$ cat config.mk
export PLATFORM = sky130hd
export DESIGN_NAME = status_byte_service_request
export DESIGN_NICKNAME = d
export VERILOG_FILES = /design/src/status_byte_pkg.sv /design/src/status_byte_service_request.sv
export SDC_FILE = /design/constraint.sdc
export NUM_CORES = 1
export LEC_CHECK = 0
export BUFFER_PORTS_ARGS = -buffer_cell sky130_fd_sc_hd__buf_2
export CAP_MARGIN = 20
export CORE_MARGIN = 2
export CORE_UTILIZATION = 43
export DETAILED_ROUTE_END_ITERATION = 12
export PLACE_DENSITY = 0.78
export SLEW_MARGIN = 20
export SYNTH_ARGS = -nofsm -noshare
export SYNTH_HDL_FRONTEND = slang
export SYNTH_SLANG_ARGS = --single-unit
$ cat constraint.sdc
create_clock -name core_clk -period 1.3 [get_ports core_clk]
set_clock_uncertainty 0.2 [all_clocks]
set_input_delay 0.195 -clock core_clk [delete_from_list [all_inputs] [get_ports core_clk]]
set_output_delay 0.195 -clock core_clk [all_outputs]
set_load 0.05 [all_outputs]
$ cat src/status_byte_pkg.sv
// Constants and types shared by the status byte and service request block.
package status_byte_pkg;

  // ==========================================================================
  // Status byte bit positions
  // ==========================================================================
  localparam int STATUS_W = 8;
  localparam int BIT_TRIG_READY = 0;
  localparam int BIT_NOTICE = 1;
  localparam int BIT_SWEEP_DONE = 2;
  localparam int BIT_UNUSED_LO = 3;
  localparam int BIT_CMD_DONE = 4;
  localparam int BIT_ERROR = 5;
  localparam int BIT_SRQ = 6;
  localparam int BIT_UNUSED_HI = 7;

  // Bits that take part in the mask comparison: all but 7, 6 and 3.
  localparam logic [7:0] COMPARE_BITS = 8'h37;
  // Bits that the mask command may store: all but the unused 7 and 3.
  localparam logic [7:0] MASK_WRITABLE = 8'h77;

  // ==========================================================================
  // Reset values
  // ==========================================================================
  localparam logic [7:0] MASK_RESET = 8'h00;
  localparam logic [7:0] RESP_RESET = 8'h00;

  // ==========================================================================
  // Host command codes
  // ==========================================================================
  localparam int CMD_W = 2;
  localparam logic [1:0] STATUS_QUERY_CMD = 2'h0;
  localparam logic [1:0] REQUEST_MASK_CMD = 2'h1;
  localparam logic [1:0] TAKE_SWEEP_CMD = 2'h2;
  localparam logic [1:0] FETCH_SWEEP_CMD = 2'h3;

  // ==========================================================================
  // Sweep sequencer states
  // ==========================================================================
  typedef enum logic [2:0] {
    SW_IDLE = 3'b001,
    SW_ARMED = 3'b010,
    SW_RUN = 3'b100
  } sweep_state_t;

endpackage

$ cat src/status_byte_service_request.sv
// Status byte, service request mask and single sweep trigger sequencer.
`timescale 1ns/1ps
`default_nettype none
// How it works
// - Eight-bit status byte, one bit per condition.
// - A satisfied condition sets its status bit.
// - Mask register shares the status bit layout.
// - Status matching mask raises a service request.
// - Bit 6 never affects service request generation.
// - Bit 6 records that a request occurred.
// - Bit 5 shows an error is held.
// - Bit 4 set when a command finishes.
// - Bit 2 set when a sweep completes.
// - Bit 1 shows a displayed notice.
// - Bit 0 shows ready for sweep trigger.
// - Host queries status and loads the mask.
// - Single mode: one sweep per demand, when triggered.
module status_byte_service_request (
  input wire logic core_clk,
  input wire logic nrst,
  input wire logic cmd_valid,
  input wire logic [1:0] cmd_code,
  input wire logic [7:0] cmd_data,
  output logic resp_valid,
  output logic [7:0] resp_data,
  output logic srq_req,
  input wire logic error_present,
  input wire logic not_calibrated_notice,
  input wire logic not_corrected_notice,
  input wire logic zeroing_notice,
  input wire logic ext_cmd_done,
  input wire logic single_mode,
  input wire logic sweep_key,
  input wire logic trig_cond,
  input wire logic sweep_end,
  output logic sweep_start,
  output logic sweep_busy
);

  // ==========================================================================
  // State
  // ==========================================================================
  typedef struct packed {
    logic [7:0] mask;
    logic cmd_done;
    logic sweep_done;
    logic srq;
    status_byte_pkg::sweep_state_t sweep;
    logic take_pending;
    logic resp_valid;
    logic [7:0] resp_data;
    logic start;
    logic key_s1;
    logic key_s2;
    logic key_s3;
  } state_t;

  localparam state_t STATE_RESET = '{
    mask: status_byte_pkg::MASK_RESET,
    cmd_done: 1'b0,
    sweep_done: 1'b0,
    srq: 1'b0,
    sweep: status_byte_pkg::SW_IDLE,
    take_pending: 1'b0,
    resp_valid: 1'b0,
    resp_data: status_byte_pkg::RESP_RESET,
    start: 1'b0,
    key_s1: 1'b0,
    key_s2: 1'b0,
    key_s3: 1'b0
  };

  state_t st_q;
  state_t st_d;

  logic [7:0] status;
  logic notice;
  logic armed;
  logic hit;
  logic query;
  logic mask_wr;
  logic demand;
  logic key_press;
  logic sweep_fin;

  // ==========================================================================
  // Status byte assembly
  // ==========================================================================
  // Level conditions are shown live; event conditions are held until the
  // next status query so that a host polling slowly still sees them.
  assign notice = not_calibrated_notice | not_corrected_notice | zeroing_notice;
  assign armed = (st_q.sweep == status_byte_pkg::SW_ARMED);

  always_comb begin
    status = 8'h00;
    status[status_byte_pkg::BIT_TRIG_READY] = armed;
    status[status_byte_pkg::BIT_NOTICE] = notice;
    status[status_byte_pkg::BIT_SWEEP_DONE] = st_q.sweep_done;
    status[status_byte_pkg::BIT_CMD_DONE] = st_q.cmd_done;
    status[status_byte_pkg::BIT_ERROR] = error_present;
    status[status_byte_pkg::BIT_SRQ] = st_q.srq;
  end

  // A request is raised when any compared status bit meets its mask bit.
  // Bit 6 and the unused bits are left out of the comparison.
  assign hit = |(status & st_q.mask & status_byte_pkg::COMPARE_BITS);

  // ==========================================================================
  // Command decode
  // ==========================================================================
  assign query = cmd_valid && (cmd_code == status_byte_pkg::STATUS_QUERY_CMD);
  assign mask_wr = cmd_valid && (cmd_code == status_byte_pkg::REQUEST_MASK_CMD);
  assign key_press = st_q.key_s2 && !st_q.key_s3;
  assign demand = key_press || (cmd_valid && ((cmd_code == status_byte_pkg::TAKE_SWEEP_CMD) ||
                  (cmd_code == status_byte_pkg::FETCH_SWEEP_CMD)));
  assign sweep_fin = (st_q.sweep == status_byte_pkg::SW_RUN) && sweep_end;

  // ==========================================================================
  // Next state
  // ==========================================================================
  always_comb begin
    st_d = st_q;
    st_d.key_s1 = sweep_key;
    st_d.key_s2 = st_q.key_s1;
    st_d.key_s3 = st_q.key_s2;
    st_d.start = 1'b0;
    st_d.resp_valid = 1'b0;

    // The query returns the byte as it stands, then clears the held events.
    if (query) begin
      st_d.resp_valid = 1'b1;
      st_d.resp_data = status;
      st_d.cmd_done = 1'b0;
      st_d.sweep_done = 1'b0;
      st_d.srq = 1'b0;
    end
    if (mask_wr) begin
      st_d.mask = cmd_data & status_byte_pkg::MASK_WRITABLE;
    end

    // Sweep sequencer.
    unique case (st_q.sweep)
      status_byte_pkg::SW_IDLE: begin
        if (demand || !single_mode) begin
          st_d.sweep = status_byte_pkg::SW_ARMED;
        end
      end
      status_byte_pkg::SW_ARMED: begin
        if (trig_cond) begin
          st_d.sweep = status_byte_pkg::SW_RUN;
          st_d.start = 1'b1;
        end
      end
      status_byte_pkg::SW_RUN: begin
        if (sweep_end) begin
          st_d.sweep = status_byte_pkg::SW_IDLE;
        end
      end
      default: begin
        st_d.sweep = status_byte_pkg::SW_IDLE;
      end
    endcase

    // A sweep command finishes with the sweep it started.
    if (cmd_valid && demand && !key_press) begin
      st_d.take_pending = 1'b1;
    end else if (sweep_fin) begin
      st_d.take_pending = 1'b0;
    end

    // Setting events come last so they win over a clear in the same cycle.
    if (mask_wr || ext_cmd_done || (sweep_fin && st_q.take_pending)) begin
      st_d.cmd_done = 1'b1;
    end
    if (sweep_fin) begin
      st_d.sweep_done = 1'b1;
    end
    if (hit) begin
      st_d.srq = 1'b1;
    end
  end

  always_ff @(posedge core_clk or negedge nrst) begin
    if (!nrst) begin
      st_q <= STATE_RESET;
    end else begin
      st_q <= st_d;
    end
  end

  // ==========================================================================
  // Outputs
  // ==========================================================================
  assign resp_valid = st_q.resp_valid;
  assign resp_data = st_q.resp_data;
  assign srq_req = st_q.srq;
  assign sweep_start = st_q.start;
  assign sweep_busy = (st_q.sweep == status_byte_pkg::SW_RUN);

  // ==========================================================================
  // Checks
  // ==========================================================================
  a_unused_zero:
  assert property (@(posedge core_clk) disable iff (!nrst)
    resp_valid |-> (resp_data[7] == 1'b0) && (resp_data[3] == 1'b0))
    else $error("Unused status bits read as one.");

  a_error_bit:
  assert property (@(posedge core_clk) disable iff (!nrst)
    resp_valid |-> resp_data[5] == $past(error_present))
    else $error("Error bit does not follow the error register.");

  a_query_answer:
  assert property (@(posedge core_clk) disable iff (!nrst)
    query |=> resp_valid)
    else $error("Status query not answered.");

  a_mask_load:
  assert property (@(posedge core_clk) disable iff (!nrst)
    mask_wr |=> st_q.mask == ($past(cmd_data) & 8'h77))
    else $error("Mask register did not take the written value.");

  a_srq_raise:
  assert property (@(posedge core_clk) disable iff (!nrst)
    (|(status & st_q.mask & 8'h37)) |=> srq_req)
    else $error("Matching status did not raise a service request.");

  a_bit6_ignored:
  assert property (@(posedge core_clk) disable iff (!nrst)
    (!srq_req && !(|(status & st_q.mask & 8'hb7))) |=> !srq_req)
    else $error("Service request raised without a matching bit.");

  a_start_trig:
  assert property (@(posedge core_clk) disable iff (!nrst)
    sweep_start |-> $past(trig_cond) && $past(armed) ##1 !sweep_start)
    else $error("Sweep started without trigger or more than once.");

  a_sweep_done:
  assert property (@(posedge core_clk) disable iff (!nrst)
    (sweep_busy && sweep_end) |=> st_q.sweep_done && !sweep_busy)
    else $error("Sweep_done_flag not recorded.");

  a_cmd_done:
  assert property (@(posedge core_clk) disable iff (!nrst)
    (mask_wr || ext_cmd_done) |=> st_q.cmd_done)
    else $error("Command completion not recorded.");

  a_single_once:
  assert property (@(posedge core_clk) disable iff (!nrst)
    (single_mode && sweep_busy && sweep_end && !demand) |=> !armed && !sweep_busy)
    else $error("Single mode swept again without a demand.");

  a_resp_pulse:
  assert property (@(posedge core_clk) disable iff (!nrst)
    resp_valid |-> $past(query))
    else $error("Status answer given without a query.");

  a_notice_bit:
  assert property (@(posedge core_clk) disable iff (!nrst)
    resp_valid |-> resp_data[1] == ($past(not_calibrated_notice) || $past(not_corrected_notice) ||
      $past(zeroing_notice)))
    else $error("Notice bit does not follow the displayed notices.");

  a_armed_bit:
  assert property (@(posedge core_clk) disable iff (!nrst)
    resp_valid |-> resp_data[0] == ($past(st_q.sweep) == status_byte_pkg::SW_ARMED))
    else $error("Trigger ready bit does not follow the sequencer.");

  a_srq_bit:
  assert property (@(posedge core_clk) disable iff (!nrst)
    resp_valid |-> resp_data[6] == $past(srq_req))
    else $error("Request bit does not follow the service request.");

  a_srq_hold:
  assert property (@(posedge core_clk) disable iff (!nrst)
    (srq_req && !query) |=> srq_req)
    else $error("Service request dropped without a status query.");

  a_query_clear:
  assert property (@(posedge core_clk) disable iff (!nrst)
    (query && !(|(status & st_q.mask & 8'h37)) && !ext_cmd_done && !sweep_fin) |=>
      !srq_req && !st_q.cmd_done && !st_q.sweep_done)
    else $error("Status query did not clear the held events.");

  a_mask_unused:
  assert property (@(posedge core_clk) disable iff (!nrst)
    (st_q.mask[7] == 1'b0) && (st_q.mask[3] == 1'b0))
    else $error("Unused mask bits were stored.");

  a_idle_stays:
  assert property (@(posedge core_clk) disable iff (!nrst)
    (single_mode && (st_q.sweep == status_byte_pkg::SW_IDLE) && !demand) |=> !armed)
    else $error("Single mode armed without a demand.");

  a_demand_arms:
  assert property (@(posedge core_clk) disable iff (!nrst)
    (demand && (st_q.sweep == status_byte_pkg::SW_IDLE)) |=> armed)
    else $error("Sweep demand did not arm the trigger.");

  a_start_busy:
  assert property (@(posedge core_clk) disable iff (!nrst)
    sweep_start |-> sweep_busy)
    else $error("Sweep start without a running sweep.");

  a_sticky_cmd:
  assert property (@(posedge core_clk) disable iff (!nrst)
    (st_q.cmd_done && !query) |=> st_q.cmd_done)
    else $error("Command complete bit dropped without a query.");

  a_sticky_sweep:
  assert property (@(posedge core_clk) disable iff (!nrst)
    (st_q.sweep_done && !query) |=> st_q.sweep_done)
    else $error("Sweep_done_flag bit dropped without a query.");

endmodule
`default_nettype wire

==> results.json, run 1 <==
{
  "synthCells": 80,
  "die_w_um": 52.2,
  "hold_ws_ns": 0.0187,
  "worstPathRequired_ns": 0.90,
  "cp-end-kind": "output pin",
  "maxSlewViolCount": 0,
  "drt_iter0_markers": 19,
  "worstHoldPathType": "in2reg",
  "num_antenna_cells": 0,
  "ant_nets": 0,
  "maxCapViolations": 0,
  "min_period_over_period": 1.19,
  "initial_core_util": 0.452,
  "async_reset_ff_frac": 1.00,
  "irDropWorstVdd_mv": 1.08,
  "synthFlopType": "dfrtp_1",
  "synth-simple-area-share": 0.135,
  "synth_fa_ha_area_frac": 0,
  "gr-total-overflow": 0,
  "multiInputGateArea_sq_um": 398,
  "drc_errors": 0,
  "static-leakage-power_nw": 0.702,
  "hpwl_um": 1360,
  "synth-seq-cells": 23,
  "yosysWarnings": 0,
  "drive_above_1_share": 0.543,
  "violations": "negative setup slack",
  "synth_edf_count": 0,
  "track_usage": 0.173,
  "fp-row-count": 17,
  "netlist_area_sq_um": 1000,
  "fin_crit_ns": 1.54,
  "cp_max_fo": 2,
  "viasPerCell": 4.83,
  "nets": 152,
  "antenna_found_initial": 0,
  "clk_latency_ns": 0.31,
  "criticalPathCategory": "reg2out",
  "regArea_sq_um": 578,
  "synth.avg_cell_area_sq_um": 12.5,
  "muxShareOfSynthArea": 0.113,
  "setup_viol": 9,
  "clk_pin_slew_worst_paths_ns": 0.13,
  "drt-wirelength-per-cell_um": 13.7,
  "port_buffers": 28,
  "ys_types": 28,
  "design_area_sq_um": 1490,
  "synth_top_family_by_area": "simple AND/OR/NAND/NOR gates",
  "dr_total_vias": 758,
  "cts_buffers": 3,
  "fin_tns_setup_ns": -0.685,
  "power_density_nw_per_um2": 1520,
  "placed_area_sq_um": 1170,
  "nFillCells": 161,
  "cts_tree": "yes",
  "pre_cts_slack_ns": -0.140,
  "cp-start-kind": "register",
  "r2r_slack_ns": -0.17,
  "htreeDepth": 1,
  "seq_area_frac_synth": 0.577,
  "cts_root_buffer": "clkbuf_4",
  "clockBufferDepth": 2,
  "area_growth_pct": 48.9,
  "io_pins": 34,
  "synth-xor-area-share": 0,
  "hold_viol_final": 0,
  "fmax_ghz": 0.648,
  "arrival_ns": 1.15,
  "dieHeight_um": 52.2,
  "cts.sinks": 23,
  "core_region_area_sq_um": 2210,
  "grt_max_degree": 24,
  "grt_pass1_vias": 735,
  "final_common_cell": "dfrtp_1",
  "drtPass1Iterations": 4,
  "fp.dieArea_sq_um": 2730,
  "totalWireLength_um": 2150,
  "status": "finished with violations",
  "setup_ws_ns": -0.243,
  "place.gp.congestion": 0.713,
  "grt_pass1_wl_um": 3330,
  "synth_compound_area_frac": 0.0814,
  "rsz0062_at_grt": "true",
  "layout_common_cells": "dfrtp_1, buf_2, buf_6"
}
## worst max-delay path: stages, from the launching register on
cell and delay [ns]:
dfrtp_2 0.44, nor3b_4 0.21, buf_6 0.19
## path summary, 6_finish.rpt
path | start | end | depth (start not counted)
max | st_q[15] | sweep_busy | 2
min in group asynchronous | nrst | st_d[0] | 2
max in group asynchronous | nrst | st_q[15] | 2
max reg2reg | st_q[15] | st_q[14] | 4
min | zeroing_notice | srq_req | 3
min reg2reg | st_d[1] | st_d[0] | 0
## cell usage after synthesis (2+ instances only)
cell type,number,area (sq um)
nand2_1,4,15.0
inv_1,5,18.8
nor2_1,3,11.3
buf_4,8,60.1
mux2_2,10,113
a21oi_1,2,10.0
nor3b_2,3,37.5
dfrtp_1,22,551
o21ai_0,3,15.0
nor2b_1,2,12.5
## flip-flops by register name (all words and copies together) (netlist names)
register / count
resp_valid: 1
resp_data: 6
sweep_start: 1
srq_req: 1
st_q: 12
st_d: 2
## kinds of logic (layout without fill, tap and decap cells)
group,count (synthesis),after routing
simple gates,20,20
compound gates,12,12
mux,10,10
buf+inv,14,62
other cells,1,2
flops,23,23
## cell type report
cell class	instances	share of cell area
clock buffer	3	0.0151
clock inverter	1	0.00336
inverter	5	0.0126
multi-input combinational	44	0.267
sequential	23	0.388
tap	28	0.0235
timing repair buffer	53	0.290
## report_power, final
group | switching, mW | leakage (nW) | total [mW] | internal [mW]
Combinational | 0.493 | 0.419 | 0.957 | 0.465
Clock | 0.217 | 0.0177 | 0.332 | 0.115
Sequential | 0.110 | 0.265 | 0.980 | 0.871
## routing by layer
metal  GRT usage  routed length, um  vias to the layer above  share of wire
li1            -                  -                      366              -
met4      0.0769                 25                        0          0.012
met1       0.215                901                      365           0.42
met5           0                  0                        -              0
met3      0.0200                 85                        4          0.040
met2       0.302               1140                       23           0.53
## repair_timing
| action | 4_1_cts | 5_1_grt |
|---|---|---|
| hold buffers | 12 | 0 |
| pin swaps | 3 | 3 |
| resized for setup | 26 | 13 |
| setup buffers | 4 | 1 |
| endpoints found under the setup margin | 13 | 17 |
| endpoints found under the hold margin | 37 | 0 |
## metrics by stage
step / utilization / total power, mW / std cells
floorplan: - / 1.49 / 81
global placement: 0.531 / 1.60 / 136
detailed placement: 0.531 / 1.64 / 136
CTS: 0.648 / 2.17 / 156
global route: 0.673 / 2.38 / 157
finish: 0.673 / 2.27 / 157
Power figures use the tool's default switching activity.
==> run 2: changes to the inputs <==
--- a/config.mk
+++ b/config.mk
@@ -8,9 +8,10 @@
 export BUFFER_PORTS_ARGS = -buffer_cell sky130_fd_sc_hd__buf_2
 export CAP_MARGIN = 20
 export CORE_MARGIN = 2
-export CORE_UTILIZATION = 43
+export CORE_UTILIZATION = 46
+export CTS_BUF_LIST = sky130_fd_sc_hd__clkbuf_8
 export DETAILED_ROUTE_END_ITERATION = 12
-export PLACE_DENSITY = 0.78
+export PLACE_DENSITY = 0.82
 export SLEW_MARGIN = 20
 export SYNTH_ARGS = -nofsm -noshare
 export SYNTH_HDL_FRONTEND = slang
==> run 2 against run 1 <==
Net effect:
- the run still ends with negative setup slack left
- combinational power fell by 5.6%
- hold slack improved by 0.031 ns
- clock power rose by 28%
- total power rose by 1.9%
- register-to-register slack improved by 0.04 ns
==> results.json, run 2 (synthesis gave the netlist of run 1 again) <==
{
  "status": "finished with violations",
  "violations": "negative setup slack",
  "io_pins": 34,
  "track_usage": 0.186,
  "fp.dieArea_sq_um": 2560,
  "place.gp.congestion": 0.761,
  "clockPowerShare": 0.184,
  "drt-wirelength-per-cell_um": 14.2,
  "fin_crit_ns": 1.52,
  "power_density_nw_per_um2": 1600,
  "grt_pass1_vias": 804,
  "nFillCells": 131,
  "cts_buffers": 3,
  "setup_ws_ns": -0.220,
  "dr_total_vias": 763,
  "r2r_slack_ns": -0.13,
  "die_w_um": 50.6,
  "area_growth_pct": 44.9,
  "top_usage_layer": "met2",
  "hpwl_um": 1400,
  "viasPerCell": 4.86,
  "place_inst": 136,
  "maxSlewViolCount": 0,
  "clk_latency_ns": 0.26,
  "num_antenna_cells": 0,
  "design_area_sq_um": 1450,
  "cp-start-kind": "register",
  "nets": 153,
  "irDropWorstVdd_mv": 0.978,
  "cts_root_buffer": "clkbuf_8",
  "clockBufferDepth": 2,
  "p_sw_mw": 0.805,
  "gr-total-overflow": 0,
  "layout_common_cells": "buf_2, dfrtp_1, buf_4",
  "drc_errors": 0,
  "groute.layer.met2.usage": 0.333,
  "pre_cts_slack_ns": -0.143,
  "worstHoldPathType": "in2reg",
  "p_comb_frac": 0.391,
  "multiInputGateArea_sq_um": 385,
  "use_met3": 0.0327,
  "core_region_area_sq_um": 2000,
  "static-leakage-power_nw": 0.696,
  "rsz0062_at_grt": "true",
  "antenna_found_initial": 0,
  "drt_iter0_markers": 24,
  "cts_tree": "yes",
  "drive_above_1_share": 0.546,
  "setup_viol": 9,
  "stdcell_count": 157,
  "fin_total_pwr_mw": 2.31,
  "final_common_cell": "buf_2",
  "regArea_sq_um": 578,
  "dieHeight_um": 50.6,
  "swShare": 0.348,
  "maxCapViolations": 0,
  "top_register": "st_q",
  "grt_max_degree": 24,
  "cp-end-kind": "output pin",
  "use_met1": 0.209,
  "fmax_ghz": 0.658,
  "totalWireLength_um": 2240,
  "power_frac_seq": 0.425,
  "port_buffers": 28,
  "cts.sinks": 23,
  "cp_max_fo": 4,
  "grt_pass1_wl_um": 3490,
  "initial_core_util": 0.499,
  "clk_pin_slew_worst_paths_ns": 0.08,
  "fin_tns_setup_ns": -0.777,
  "worstPathRequired_ns": 0.90,
  "criticalPathCategory": "reg2out",
  "largest_register_ffs": 12,
  "hold_viol_final": 0,
  "drtPass1Iterations": 4,
  "ant_nets": 0,
  "fp-row-count": 16,
  "internal_power_mw": 1.51,
  "placed_area_sq_um": 1180,
  "min_period_over_period": 1.17,
  "htreeDepth": 1,
  "arrival_ns": 1.13
}
## run 2: changes by cell type in the layout (fill, tap and decap cells not counted), sizes merged
cell	change
clkinv	-1
clkbuf	+2
inv	+1
dlygate4sd3	-1
## run 2: metal layers
metal | up-vias | part of all wire
li1 | 368 | -
met1 | 366 | 0.40
met2 | 23 | 0.56
met3 | 6 | 0.030
met4 | 0 | 0.016
met5 | - | 0
## run 2: area by class of cell
type / instances / area share
clock inverters: 1 / 0.00259
repair buffers: 54 / 0.268
inverters: 5 / 0.0130
flip-flops and latches: 23 / 0.399
multi-input cells: 44 / 0.266
well taps: 27 / 0.0233
clock buffers: 3 / 0.0285
## run 2: stage by stage
stage | hold slack, ns | utilization
floorplan | -0.301 | -
global placement | -0.0174 | 0.589
detailed placement | -0.0123 | 0.589
CTS | 0.0430 | 0.698
global route | 0.0482 | 0.724
finish | 0.0497 | 0.724
## run 2: worst paths after layout
path	startpoint	endpoint	depth (start not counted)
max in group asynchronous	nrst	st_q[15]	2
setup reg to reg	st_q[15]	st_q[14]	4
hold / removal	sweep_end	st_q[18]	3
min in group asynchronous	nrst	st_d[0]	2
setup / recovery	st_q[16]	sweep_busy	2
hold reg to reg	st_d[1]	st_d[0]	0
## run 2: critical path: stages, from the launching register on
cell and delay, ns:
dfrtp_1 0.42, nor3b_4 0.25, buf_6 0.19
## run 2: repair_timing
action | 4_1_cts | 5_1_grt
endpoints found under the setup margin | 8 | 12
resized for setup | 10 | 12
pin swaps | 6 | 5
hold buffers | 11 | 0
buffers inserted | 5 | 2
hold endpoints to repair | 32 | 0
## run 2: power by group through the flow
stage / sequential (mW) / clock (mW) / combinational [mW]
2_1_floorplan: 1.02 / 0 / 0.472
3_3_place_gp: 0.986 / 0 / 0.637
3_5_place_dp: 1.00 / 0 / 0.653
4_1_cts: 0.972 / 0.429 / 0.807
5_1_grt: 0.995 / 0.462 / 0.971
6_report: 0.984 / 0.426 / 0.903
==> run 3: changes to the inputs <==
--- a/config.mk
+++ b/config.mk
@@ -12,6 +12,7 @@
 export CTS_BUF_LIST = sky130_fd_sc_hd__clkbuf_8
 export DETAILED_ROUTE_END_ITERATION = 12
 export PLACE_DENSITY = 0.82
+export RECOVER_POWER = 25
 export SLEW_MARGIN = 20
 export SYNTH_ARGS = -nofsm -noshare
 export SYNTH_HDL_FRONTEND = slang
==> run 3 against run 2 <==
Net effect:
- largest power group unchanged
- critical path type unchanged
- maximum frequency decreased by 0.23%
- non-clock buffer count unchanged
- final cell count unchanged
- critical endpoint unchanged
- the run still ends with negative setup slack left
- clock power about the same
- sequential power about the same
- largest cell class unchanged
- critical path depth unchanged
- design area decreased by 0.35%
==> results.json, run 3 (synthesis gave the netlist of run 1 again) <==
{
  "maxCapViolations": 0,
  "use_met3": 0.0327,
  "top_register": "st_q",
  "min_period_over_period": 1.17,
  "port_buffers": 28,
  "place.gp.congestion": 0.761,
  "setup_viol": 13,
  "pre_cts_slack_ns": -0.143,
  "drive_above_1_share": 0.531,
  "p_sw_mw": 0.809,
  "io_pins": 34,
  "layout_common_cells": "buf_2, dfrtp_1, buf_4",
  "top_usage_layer": "met2",
  "internal_power_mw": 1.51,
  "die_w_um": 50.6,
  "setup_ws_ns": -0.224,
  "antenna_found_initial": 0,
  "worstMarginPinSlew_ns": 0.546,
  "power_frac_seq": 0.425,
  "static-leakage-power_nw": 0.689,
  "violations": "negative setup slack",
  "clk_pin_slew_worst_paths_ns": 0.08,
  "nFillCells": 132,
  "fin_tns_setup_ns": -1.11,
  "drtPass1Iterations": 4,
  "dieHeight_um": 50.6,
  "num_antenna_cells": 0,
  "irDropWorstVdd_mv": 0.980,
  "hpwl_um": 1400,
  "regArea_sq_um": 578,
  "clockBufferDepth": 2,
  "totalWireLength_um": 2250,
  "multiInputGateArea_sq_um": 385,
  "cp-end-kind": "output pin",
  "fp.dieArea_sq_um": 2560,
  "p_comb_frac": 0.391,
  "drt_iter0_markers": 18,
  "criticalPathCategory": "reg2out",
  "viasPerCell": 4.84,
  "largest_register_ffs": 12,
  "initial_core_util": 0.499,
  "worstHoldPathType": "in2reg",
  "groute.layer.met2.usage": 0.333,
  "cp-start-kind": "register",
  "use_met1": 0.209,
  "hold_viol_final": 0,
  "swShare": 0.349,
  "maxSlewViolCount": 0,
  "dr_total_vias": 760,
  "grt_pass1_vias": 804,
  "drc_errors": 0,
  "rsz0062_at_grt": "true",
  "cts_root_buffer": "clkbuf_8",
  "fp-row-count": 16,
  "ant_nets": 0,
  "htreeDepth": 1,
  "cts_tree": "yes",
  "cts.sinks": 23,
  "area_growth_pct": 44.4,
  "fin_crit_ns": 1.52,
  "grt_max_degree": 24,
  "fmax_ghz": 0.656,
  "core_region_area_sq_um": 2000,
  "final_common_cell": "buf_2",
  "drt-wirelength-per-cell_um": 14.3,
  "status": "finished with violations",
  "gr-total-overflow": 0,
  "cp_max_fo": 4,
  "cts_buffers": 3,
  "track_usage": 0.186,
  "fin_total_pwr_mw": 2.32,
  "nets": 153,
  "arrival_ns": 1.13,
  "clk_latency_ns": 0.26,
  "clockPowerShare": 0.184,
  "maxSlewHeadroom": 0.636,
  "worstPathRequired_ns": 0.90,
  "grt_pass1_wl_um": 3490,
  "power_density_nw_per_um2": 1600
}
-- run 3: through the flow --
step | util | cells | cell area (sq um) | hold slack [ns]
final | 0.721 | 157 | 1440 | 0.0519
after global routing | 0.721 | 157 | 1440 | 0.0482
after CTS | 0.698 | 155 | 1400 | 0.0430
after detailed placement | 0.589 | 136 | 1180 | -0.0123
after global placement | 0.589 | 136 | 1180 | -0.0174
after floorplan | - | 81 | 1010 | -0.301
-- run 3: final timing paths --
kind	from	slack [ns]	depth (start not counted)	endpoint
setup / recovery	st_q[16]	-0.22	2	sweep_busy
hold / removal	sweep_end	0.05	3	st_q[18]
setup reg to reg	st_q[15]	-0.13	4	st_q[14]
hold reg to reg	st_d[1]	0.16	0	st_d[0]
max in group asynchronous	nrst	0.27	2	st_q[15]
min in group asynchronous	nrst	0.24	2	st_d[0]
-- run 3: per-layer routing --
metal,wire length (um),vias to the layer above
met5,0,-
met4,29,0
met3,60,4
met2,1250,23
met1,907,365
li1,-,368
-- run 3: timing repair --
action	4_1_cts	5_1_grt
hold endpoints to repair	32	0
pin swaps	6	5
endpoints found under the setup margin	8	12
buffers inserted	5	2
gates cloned	0	0
hold buffers	11	0
gates resized for setup	10	12
-- run 3: worst max-delay path, stage by stage (launching register included) --
cell and delay (ns):
dfrtp_1 0.43, nor3b_4 0.25, buf_6 0.19
-- run 3: power groups by stage --
stage	sequential (mW)	combinational [mW]	clock, mW
after global placement	0.986	0.637	0
after global routing	0.995	0.969	0.462
after detailed placement	1.00	0.653	0
after floorplan	1.02	0.472	0
after CTS	0.972	0.807	0.429
final	0.984	0.905	0.427
-- run 3: cell type report --
| class | count | share of cell area |
|---|---|---|
| Sequential cell | 23 | 0.400 |
| Multi-Input combinational cell | 44 | 0.267 |
| Clock buffer | 3 | 0.0286 |
| Timing Repair Buffer | 54 | 0.265 |
| Tap cell | 27 | 0.0234 |
| Inverter | 5 | 0.0130 |
| Clock inverter | 1 | 0.00260 |
